==> src/pkg/fdcd_defs.svh <==
`ifndef FDCD_DEFS_SVH
`define FDCD_DEFS_SVH

// Register byte offsets on the bus
`define FDCD_ADR_DATA      4'h0
`define FDCD_ADR_STAT      4'h4

// Opcode values and the masks that drop don't-care bits
`define FDCD_OP_SPECIFY    8'h03
`define FDCD_OP_SENSE      8'h04
`define FDCD_OP_SEEK       8'h0F
`define FDCD_OP_RSEEK      8'h8F
`define FDCD_MSK_RSEEK     8'hBF
`define FDCD_OP_CONFIG     8'h13
`define FDCD_OP_DUMP       8'h0E
`define FDCD_OP_RDID       8'h0A
`define FDCD_MSK_RDID      8'hBF
`define FDCD_OP_PERP       8'h12
`define FDCD_OP_LOCK       8'h14
`define FDCD_MSK_LOCK      8'h7F

// Result values and lengths
`define FDCD_ST0_INVALID   8'h80
`define FDCD_LEN_ONE       4'h1
`define FDCD_LEN_RDID      4'h7
`define FDCD_LEN_DUMP      4'hA

// Timing: clock period and step-rate unit, both in ns
`define FDCD_CLK_NS        4
`define FDCD_STEP_UNIT_NS  1000000
`define FDCD_SRT_BASE      32'd16

// Reset value of the fifo disable bit
`define FDCD_RST_FIFO_DISABLE     1'b1

`endif

==> src/pkg/fdcd_pkg.sv <==
package fdcd_pkg;

  // Command sequencer states
  typedef enum logic [2:0] {
    ST_IDLE     = 3'b000,
    ST_PARAM    = 3'b001,
    ST_DISPATCH = 3'b010,
    ST_SEEK     = 3'b011,
    ST_RDID     = 3'b100,
    ST_RESULT   = 3'b101
  } fdcd_state_t;

  // Decoded command classes
  typedef enum logic [3:0] {
    C_SPECIFY = 4'h0,
    C_SENSE   = 4'h1,
    C_SEEK    = 4'h2,
    C_RSEEK   = 4'h3,
    C_CONFIG  = 4'h4,
    C_DUMP    = 4'h5,
    C_RDID    = 4'h6,
    C_PERP    = 4'h7,
    C_LOCK    = 4'h8,
    C_INVALID = 4'h9
  } fdcd_cmd_t;

  // Sector identification field from the data separator
  typedef struct packed {
    logic [7:0] cyl;
    logic [7:0] head;
    logic [7:0] rec;
    logic [7:0] size;
  } fdcd_id_t;

endpackage

==> src/logic/fdcd_cmd_decoder.sv <==
`include "fdcd_defs.svh"

// Summary of operation
// - Seek steps head until new cylinder reached
// - Sense drive status returns one drive byte
// - Read ID captures first good ID field
// - Perpendicular opcode takes one parameter byte
// - Unknown opcode returns single 80h status
// - Dump reports SC after format, else END_OF_TRACK_SECTOR
// - Drive select bits stay internal only
module fdcd_cmd_decoder #(
  parameter int unsigned STEP_UNIT_CYC = `FDCD_STEP_UNIT_NS / `FDCD_CLK_NS
) (
  input  wire logic             clk_i,
  input  wire logic             sys_rst_i,
  input  wire logic             wb_cyc_i,
  input  wire logic             wb_stb_i,
  input  wire logic             wb_we_i,
  input  wire logic [3:0]       wb_adr_i,
  input  wire logic [3:0]       wb_sel_i,
  input  wire logic [31:0]      wb_dat_i,
  output logic      [31:0]      wb_dat_o,
  output logic                  wb_ack_o,
  input  wire logic [2:0]       drive_sense_i,
  input  fdcd_pkg::fdcd_id_t    id_field_i,
  input  wire logic             id_valid_i,
  input  wire logic             id_crc_ok_i,
  input  wire logic             xfer_done_i,
  input  wire logic             xfer_format_i,
  input  wire logic [7:0]       xfer_count_i,
  output logic                  step_o,
  output logic                  step_dir_o
);

  fdcd_pkg::fdcd_state_t state;       // Sequencer state
  fdcd_pkg::fdcd_cmd_t   cls;         // Class of current command
  logic [7:0]            opcode;      // Current opcode byte
  logic [7:0]            param [0:2]; // Parameter bytes
  logic [1:0]            pidx;        // Next parameter slot
  logic [1:0]            pneed;       // Parameters expected
  logic [7:0]            res [0:9];   // Result bytes
  logic [3:0]            ridx;        // Next result to hand out
  logic [3:0]            rlen;        // Result length
  logic [7:0]            present_cylinder_number [0:3];   // Present cylinder per drive
  logic [7:0]            tgt;         // Seek target cylinder
  logic [1:0]            sdrv;        // Drive being stepped
  logic [23:0]           tmr;         // Step interval timer
  logic [3:0]            step_rate_time;         // Step rate time
  logic [3:0]            head_unload_time;         // Head unload time
  logic [6:0]            head_load_time;         // Head load time
  logic                  nd;          // Non-DMA mode
  logic                  implied_seek_enable;         // Implied seek enable
  logic                  fifo_disable;       // Fifo disable
  logic                  poll;        // Polling disable
  logic [3:0]            thr;         // Fifo threshold
  logic [7:0]            precomp_start_track;      // Precomp start track
  logic [3:0]            perp_drv;    // Per-drive perpendicular enables
  logic [1:0]            perp_gw;     // Gap and write-gate timing
  logic                  lock;        // Lock state
  logic                  last_fmt;    // Last transfer was a format
  logic [7:0]            sc_val;      // Sectors per cylinder of last format
  logic [7:0]            eot_val;     // End of track of last read/write
  logic [2:0]            sense_meta;  // First sync stage, read only by second
  logic [2:0]            sense_sync;  // {ready, track0, write protect}
  logic                  bus_req;
  logic                  wr_data;
  logic                  rd_data;
  logic                  accepting;
  logic [7:0]            cur_pcn;
  logic [7:0]            drive_byte;
  logic [23:0]           step_len;
  fdcd_pkg::fdcd_cmd_t   cls_in;

  // Opcode classifier, used at opcode write
  function automatic fdcd_pkg::fdcd_cmd_t decode(input logic [7:0] op);
    if (op == `FDCD_OP_SPECIFY) return fdcd_pkg::C_SPECIFY;
    if (op == `FDCD_OP_SENSE) return fdcd_pkg::C_SENSE;
    if (op == `FDCD_OP_SEEK) return fdcd_pkg::C_SEEK;
    if ((op & `FDCD_MSK_RSEEK) == `FDCD_OP_RSEEK) return fdcd_pkg::C_RSEEK;
    if (op == `FDCD_OP_CONFIG) return fdcd_pkg::C_CONFIG;
    if (op == `FDCD_OP_DUMP) return fdcd_pkg::C_DUMP;
    if ((op & `FDCD_MSK_RDID) == `FDCD_OP_RDID) return fdcd_pkg::C_RDID;
    if (op == `FDCD_OP_PERP) return fdcd_pkg::C_PERP;
    if ((op & `FDCD_MSK_LOCK) == `FDCD_OP_LOCK) return fdcd_pkg::C_LOCK;
    return fdcd_pkg::C_INVALID;
  endfunction

  // Parameter bytes that follow each opcode
  function automatic logic [1:0] param_count(input fdcd_pkg::fdcd_cmd_t c);
    unique case (c)
      fdcd_pkg::C_SPECIFY, fdcd_pkg::C_SEEK, fdcd_pkg::C_RSEEK: return 2'd2;
      fdcd_pkg::C_SENSE, fdcd_pkg::C_RDID, fdcd_pkg::C_PERP:    return 2'd1;
      fdcd_pkg::C_CONFIG:                                       return 2'd3;
      default:                                                  return 2'd0;
    endcase
  endfunction

  // Bus request qualifiers; a held request is served once
  assign bus_req   = wb_cyc_i & wb_stb_i & ~wb_ack_o;
  assign wr_data   = bus_req & wb_we_i & wb_sel_i[0] & (wb_adr_i == `FDCD_ADR_DATA);
  assign rd_data   = bus_req & ~wb_we_i & (wb_adr_i == `FDCD_ADR_DATA)
                   & (state == fdcd_pkg::ST_RESULT);
  assign accepting = (state == fdcd_pkg::ST_IDLE) | (state == fdcd_pkg::ST_PARAM);
  assign cls_in    = decode(wb_dat_i[7:0]);
  assign cur_pcn   = present_cylinder_number[sdrv];
  // Slow rates give long intervals: 16 minus code, in step units
  assign step_len  = 24'((`FDCD_SRT_BASE - 32'(step_rate_time)) * STEP_UNIT_CYC);
  // drive state byte
  // Select bits echoed, never driven out to the drive pins
  assign drive_byte = {1'b0, sense_sync[0], sense_sync[2], sense_sync[1], 1'b1,
                       param[0][2:0]};

  // Drive pins are asynchronous: two flops before use
  genvar g;
  generate
    for (g = 0; g < 3; g++) begin : g_sync
      always_ff @(posedge clk_i or posedge sys_rst_i) begin
        if (sys_rst_i) begin
          sense_meta[g] <= 1'b0;
          sense_sync[g] <= 1'b0;
        end else begin
          sense_meta[g] <= drive_sense_i[g];
          sense_sync[g] <= sense_meta[g];
        end
      end
    end
  endgenerate

  // Wishbone slave: ack one cycle after request, unmapped reads zero
  always_ff @(posedge clk_i or posedge sys_rst_i) begin
    if (sys_rst_i) begin
      wb_ack_o <= 1'b0;
      wb_dat_o <= 32'h0000_0000;
    end else begin
      wb_ack_o <= bus_req;
      wb_dat_o <= 32'h0000_0000;
      if (bus_req && !wb_we_i && wb_adr_i == `FDCD_ADR_DATA && state == fdcd_pkg::ST_RESULT) begin
        wb_dat_o[7:0] <= res[ridx];
      end else if (bus_req && !wb_we_i && wb_adr_i == `FDCD_ADR_STAT) begin
        wb_dat_o[2:0] <= {~accepting, state == fdcd_pkg::ST_RESULT, accepting};
      end
    end
  end

  // Command sequencer: opcode, parameters, execution, results
  always_ff @(posedge clk_i or posedge sys_rst_i) begin
    if (sys_rst_i) begin
      state  <= fdcd_pkg::ST_IDLE;
      cls    <= fdcd_pkg::C_INVALID;
      opcode <= 8'h00;
      pidx   <= 2'd0;
      pneed  <= 2'd0;
      ridx   <= 4'h0;
      rlen   <= 4'h0;
      for (int i = 0; i < 3; i++) param[i] <= 8'h00;
      for (int i = 0; i < 10; i++) res[i] <= 8'h00;
    end else begin
      unique case (state)
        fdcd_pkg::ST_IDLE: begin
          // Writes outside command phase are dropped
          if (wr_data) begin
            opcode <= wb_dat_i[7:0];
            cls    <= cls_in;
            pidx   <= 2'd0;
            pneed  <= param_count(cls_in);
            state  <= (param_count(cls_in) == 2'd0) ? fdcd_pkg::ST_DISPATCH
                                                    : fdcd_pkg::ST_PARAM;
          end
        end
        fdcd_pkg::ST_PARAM: begin
          if (wr_data) begin
            param[pidx] <= wb_dat_i[7:0];
            pidx        <= pidx + 2'd1;
            if (pidx == pneed - 2'd1) state <= fdcd_pkg::ST_DISPATCH;
          end
        end
        fdcd_pkg::ST_DISPATCH: begin
          ridx <= 4'h0;
          unique case (cls)
            fdcd_pkg::C_SENSE: begin
              res[0] <= drive_byte;
              rlen   <= `FDCD_LEN_ONE;
              state  <= fdcd_pkg::ST_RESULT;
            end
            fdcd_pkg::C_SEEK, fdcd_pkg::C_RSEEK: state <= fdcd_pkg::ST_SEEK;
            fdcd_pkg::C_RDID: state <= fdcd_pkg::ST_RDID;
            fdcd_pkg::C_DUMP: begin
              for (int i = 0; i < 4; i++) res[i] <= present_cylinder_number[i];
              res[4] <= {step_rate_time, head_unload_time};
              res[5] <= {head_load_time, nd};
              // format count or end of track
              res[6] <= last_fmt ? sc_val : eot_val;
              res[7] <= {lock, 1'b0, perp_drv, perp_gw};
              res[8] <= {1'b0, implied_seek_enable, fifo_disable, poll, thr};
              res[9] <= precomp_start_track;
              rlen   <= `FDCD_LEN_DUMP;
              state  <= fdcd_pkg::ST_RESULT;
            end
            fdcd_pkg::C_LOCK: begin
              res[0] <= {3'b000, opcode[7], 4'h0};
              rlen   <= `FDCD_LEN_ONE;
              state  <= fdcd_pkg::ST_RESULT;
            end
            fdcd_pkg::C_INVALID: begin
              res[0] <= `FDCD_ST0_INVALID;
              rlen   <= `FDCD_LEN_ONE;
              state  <= fdcd_pkg::ST_RESULT;
            end
            fdcd_pkg::C_SPECIFY, fdcd_pkg::C_CONFIG, fdcd_pkg::C_PERP: begin
              state <= fdcd_pkg::ST_IDLE;
            end
            default: state <= fdcd_pkg::ST_IDLE;
          endcase
        end
        fdcd_pkg::ST_SEEK: begin
          // done once on target, no result phase
          if (cur_pcn == tgt) state <= fdcd_pkg::ST_IDLE;
        end
        fdcd_pkg::ST_RDID: begin
          // first ID with good CRC wins; bad ones skipped
          if (id_valid_i && id_crc_ok_i) begin
            res[0] <= {5'b00000, param[0][2:0]};
            res[1] <= 8'h00;
            res[2] <= 8'h00;
            res[3] <= id_field_i.cyl;
            res[4] <= id_field_i.head;
            res[5] <= id_field_i.rec;
            res[6] <= id_field_i.size;
            rlen   <= `FDCD_LEN_RDID;
            state  <= fdcd_pkg::ST_RESULT;
          end
        end
        fdcd_pkg::ST_RESULT: begin
          if (rd_data) begin
            ridx <= ridx + 4'h1;
            if (ridx == rlen - 4'h1) state <= fdcd_pkg::ST_IDLE;
          end
        end
        default: state <= fdcd_pkg::ST_IDLE;
      endcase
    end
  end

  // Configuration store, updated only at dispatch
  always_ff @(posedge clk_i or posedge sys_rst_i) begin
    if (sys_rst_i) begin
      {step_rate_time, head_unload_time, head_load_time, nd} <= '0;
      {implied_seek_enable, poll, thr, precomp_start_track} <= '0;
      fifo_disable    <= `FDCD_RST_FIFO_DISABLE;
      perp_drv <= 4'h0;
      perp_gw  <= 2'b00;
      lock     <= 1'b0;
    end else if (state == fdcd_pkg::ST_DISPATCH) begin
      if (cls == fdcd_pkg::C_SPECIFY) begin
        {step_rate_time, head_unload_time} <= param[0];
        {head_load_time, nd}  <= param[1];
      end
      if (cls == fdcd_pkg::C_CONFIG) begin
        {implied_seek_enable, fifo_disable, poll, thr} <= param[1][6:0];
        precomp_start_track <= param[2];
      end
      if (cls == fdcd_pkg::C_PERP) begin
        // drive enables change only with override set
        if (param[0][7]) perp_drv <= param[0][5:2];
        perp_gw <= param[0][1:0];
      end
      if (cls == fdcd_pkg::C_LOCK) lock <= opcode[7];
    end
  end

  // Last transfer kind, reported back through the dump
  always_ff @(posedge clk_i or posedge sys_rst_i) begin
    if (sys_rst_i) begin
      last_fmt <= 1'b0;
      sc_val   <= 8'h00;
      eot_val  <= 8'h00;
    end else if (xfer_done_i) begin
      last_fmt <= xfer_format_i;
      if (xfer_format_i) sc_val <= xfer_count_i;
      else eot_val <= xfer_count_i;
    end
  end

  // Head stepper: one step per interval toward the target
  always_ff @(posedge clk_i or posedge sys_rst_i) begin
    if (sys_rst_i) begin
      for (int i = 0; i < 4; i++) present_cylinder_number[i] <= 8'h00;
      tgt        <= 8'h00;
      sdrv       <= 2'b00;
      tmr        <= 24'h00_0000;
      step_o     <= 1'b0;
      step_dir_o <= 1'b0;
    end else begin
      step_o <= 1'b0;
      if (state == fdcd_pkg::ST_DISPATCH &&
          (cls == fdcd_pkg::C_SEEK || cls == fdcd_pkg::C_RSEEK)) begin
        // select bits pick an internal cylinder slot only
        sdrv <= param[0][1:0];
        tmr  <= 24'h00_0000;
        if (cls == fdcd_pkg::C_SEEK) tgt <= param[1];
        else if (opcode[6]) tgt <= present_cylinder_number[param[0][1:0]] + param[1];
        else tgt <= present_cylinder_number[param[0][1:0]] - param[1];
      end else if (state == fdcd_pkg::ST_SEEK && cur_pcn != tgt) begin
        if (tmr == 24'h00_0000) begin
          step_o     <= 1'b1;
          step_dir_o <= tgt > cur_pcn;
          present_cylinder_number[sdrv]  <= (tgt > cur_pcn) ? cur_pcn + 8'h01 : cur_pcn - 8'h01;
          tmr        <= step_len - 24'h00_0001;
        end else begin
          tmr <= tmr - 24'h00_0001;
        end
      end
    end
  end
endmodule

==> config.mk <==
export PLATFORM = sky130hd
export DESIGN_NAME = fdcd_cmd_decoder
export DESIGN_NICKNAME = d
export VERILOG_FILES = /design/src/pkg/fdcd_pkg.sv /design/src/logic/fdcd_cmd_decoder.sv
export VERILOG_INCLUDE_DIRS = /design/src /design/src/pkg
export SDC_FILE = /design/constraint.sdc
export NUM_CORES = 1
export LEC_CHECK = 0
export BUFFER_PORTS_ARGS = -buffer_cell sky130_fd_sc_hd__buf_2
export CORE_ASPECT_RATIO = 1.2
export CORE_UTILIZATION = 65
export DETAILED_ROUTE_END_ITERATION = 8
export GPL_TIMING_DRIVEN = 0
export PLACE_DENSITY_LB_ADDON = 0.3
export SYNTH_ARGS = -nofsm -noshare
export SYNTH_HDL_FRONTEND = slang
export SYNTH_SLANG_ARGS = --single-unit
==> constraint.sdc <==
create_clock -name clk_i -period 18.5 [get_ports clk_i]
set_clock_uncertainty 0.05 [all_clocks]
set_input_delay 2.775 -clock clk_i [delete_from_list [all_inputs] [get_ports clk_i]]
set_output_delay 2.775 -clock clk_i [all_outputs]
set_load 0.01 [all_outputs]
==> results.yml <==
status:
  status: "completed"
grt:
  antenna_found_initial: 2
  gr-usage-met3: 0.0600
  busiest_layer: "met2"
  use_met1: 0.468
  grt-ovfl-total: 0
  grt_pass1_vias: 12800
  use_met2: 0.605
  grt_start_max_net_pins: 110
  track_usage: 0.372
  grt_pass1_wl_um: 67500
clock_network:
  postCtsHoldBufs: 0
  post_cts_buffers: 0
  cts_htree_levels: 1
  clkLatencyLatePin_ns: 0.57
  cts_max_path_buffers: 3
  cts_resized: 0
  cts_root_buffer: "clkbuf_16"
  cts_buffers: 27
  path_clk_slew_ns: 0.07
  cts_sinks: 261
  cts_tree: "done"
placed_design:
  port_buffers: 71
  preCtsSetupSlack_ns: 10.96
  place_area_um2: 15800
  gp_congestion: 0.940
  dp_hpwl_um: 30100
  place_inst: 1833
setup_path:
  cp_data_arrival_time_ns: 8.18
  worst_ep_required_time_ns: 18.92
  worstSetupEndpointType: "register"
  critPathMaxFanout: 10
  rr_startpoint: "step_rate_time[0]"
  cp-start-kind: "register"
  r2r_end: "tmr[22]"
  worstSetupPathType: "register to register"
  r2r_cells: 24
  ff2ff_setup_slack_ns: 10.74
timing:
  max_slew_margin: 0.126
  post-route-period-util: 0.420
  timing.fmax_ghz: 0.129
  final-max-slew-violation-count: 0
  tightest_slew_ns: 1.30
  hold_viol_final: 0
  fin_crit_ns: 7.76
  timing.final.ws_setup_ns: 10.74
  rsz0062_at_grt: "no"
  finalSetupViolations: 0
  setup_tns_ns: 0
power_and_ir_drop:
  leakagePower_nw: 7.92
  vdd_drop_max_mv: 0.0871
  powerDensity_nw_per_um2: 75.4
  finalPower_w: 0.00126
drt:
  vias: 12300
  wl_per_cell_um: 22.3
  dr.pass1.iters: 6
  vias_per_cell: 6.53
  antenna_left: 0
  postRouteWirelength_um: 42100
  drt_iter0_markers: 1157
  drc: 0
layout:
  area.growth.synth_to_final_pct: 12.2
  finalInstanceArea_um2: 16800
  instances_no_fill: 1885
  final_nets: 1752
  drive_gt1_frac: 0.198
synth:
  yosysMostFrequentCell: "dfrtp_1"
  synth.largest_area_cell: "dfrtp_1"
  synth_commonest_cells: "dfrtp_1, nand2_1, nor2_1, mux2_2, o21ai_0"
  synth_cell_types: 83
  yosys-top-cells-area: "dfrtp_1, mux2_2, ha_1"
  synth_top_area_share: 0.432
  syn_avg_cell_area_um2: 10.3
  yosysSeqAreaShare: 0.437
  ys_async_sr_fraction: 1.00
  synth_edf_count: 0
  synth_ff_type: "dfrtp_1"
  synth-warning-count: 0
  syn_area_um2: 15000
  synthCells: 1458
  ys_ff_latch: 261
flow_run:
  drv_cap: 0
die:
  die_area_um2: 23600
  core_area_um2: 22500
  start_util: 0.664
  die_y_um: 168
  num_io_pins: 127
  die_x_um: 140
  rows: 60
hold_path:
  hold_depth: 0
  hold_class: "register to register"
  hold_start: "sense_meta[1]"
  hold_path_end: "drive_byte[4]"
[metrics by stage]
step,utilization,hold slack (ns)
after floorplan,-,0.281
after global placement,0.699,0.283
after detailed placement,0.702,0.298
after CTS,0.745,0.313
after global routing,0.745,0.319
final,0.745,0.311
[layout by cell type, fill, tap and decap left out, types with 7 or more instances in the layout]
master and n:
dfrtp_1 258, and2_1 13, clkbuf_1 78, clkbuf_16 27
nand3_1 26, nor2_1 124, or2_2 8, or3_1 15
o31ai_1 12, mux2i_1 19, buf_4 24, nand2_1 152
o21ai_0 102, nand2b_1 11, conb_1 24, a21oi_1 50
ha_1 70, xnor2_1 45, o22ai_1 14, nor2b_1 14
a31oi_1 11, inv_1 49, xor2_1 16, nor3_1 22
mux4_2 31, a21o_1 8, fa_1 7, mux2_2 103
a221oi_1 33, nand4_1 9, nor4_1 10, buf_2 75
[where the power goes]
group          internal, W  total (W)  switching [W]
registers         0.000582   0.000590     0.00000774
logic            0.0000349  0.0000831      0.0000481
clock network     0.000352   0.000591       0.000239
[worst max-delay path by stage]
stage	startpoint	end	cells past startpoint
3_3_place_gp	sys_rst_i	tmr[9]	2
4_1_cts	step_rate_time[0]	tmr[22]	24
3_5_place_dp	step_rate_time[0]	tmr[22]	24
2_1_floorplan	sys_rst_i	cls[1]	1
5_1_grt	step_rate_time[0]	tmr[22]	22
6_report	step_rate_time[0]	tmr[22]	24
[state kept, by name, summed over array words and instances (netlist names), 3 cells and up]
signal,count
res,78
present_cylinder_number,32
tmr,24
param,21
eot_val,8
precomp_start_track,8
sc_val,8
tgt,8
wb_dat_o,8
head_load_time,7
drive_byte,6
cls,4
head_unload_time,4
perp_drv,4
ridx,4
rlen,4
step_rate_time,4
thr,4
sense_meta,3
state,3
[cells by family (layout without fill, tap and decap cells)]
| family | after synthesis | count (layout) | share of synthesized area |
|---|---|---|---|
| and+or+nand+nor | 445 | 445 | 0.141 |
| AOI/OAI and AO/OA | 299 | 299 | 0.130 |
| DFF | 261 | 261 | 0.437 |
| buffers and inverters | 157 | 280 | 0.0468 |
| muxes | 155 | 155 | 0.139 |
| adders and majority gates | 77 | 77 | 0.0679 |
| xor gates and xnor gates | 63 | 63 | 0.0384 |
| other | 1 | 26 | 0.000251 |
[layout make-up]
class                           count  area (um2)
Multi-Input combinational cell   1063        7810
Sequential cell                   261        6540
Fill cell                        1561        5740
Clock buffer                       40         785
Buffer                            106         508
Timing Repair Buffer               73         410
Tap cell                          279         349
Inverter                           51         199
Clock inverter                     10         175
Antenna cell                        2        5.00
[worst max-delay path, stage by stage (launching register included)]
cell,delay (ns)
dfrtp_1,0.48
buf_2,0.26
clkbuf_1,0.58
inv_1,0.22
ha_1,0.23
clkbuf_1,0.25
xnor2_2,0.39
inv_2,0.19
ha_1,0.35
xnor2_1,0.16
fa_1,0.54
inv_1,0.07
ha_1,0.30
ha_1,0.29
ha_1,0.30
ha_1,0.20
ha_1,0.37
nand4_1,0.18
a2111oi_0,0.70
o21ai_0,0.24
a222oi_1,0.52
o2111ai_1,0.22
xnor2_1,0.28
nor2_1,0.07
o31ai_1,0.22
[routing by layer]
layer,up-vias,share of wire,routed length (um)
met3,178,0.077,3230
met4,0,0.064,2710
li1,5461,-,-
met2,610,0.47,19800
met5,-,0,0
met1,6056,0.39,16300
No activity file was read; power rests on OpenSTA's default activity.
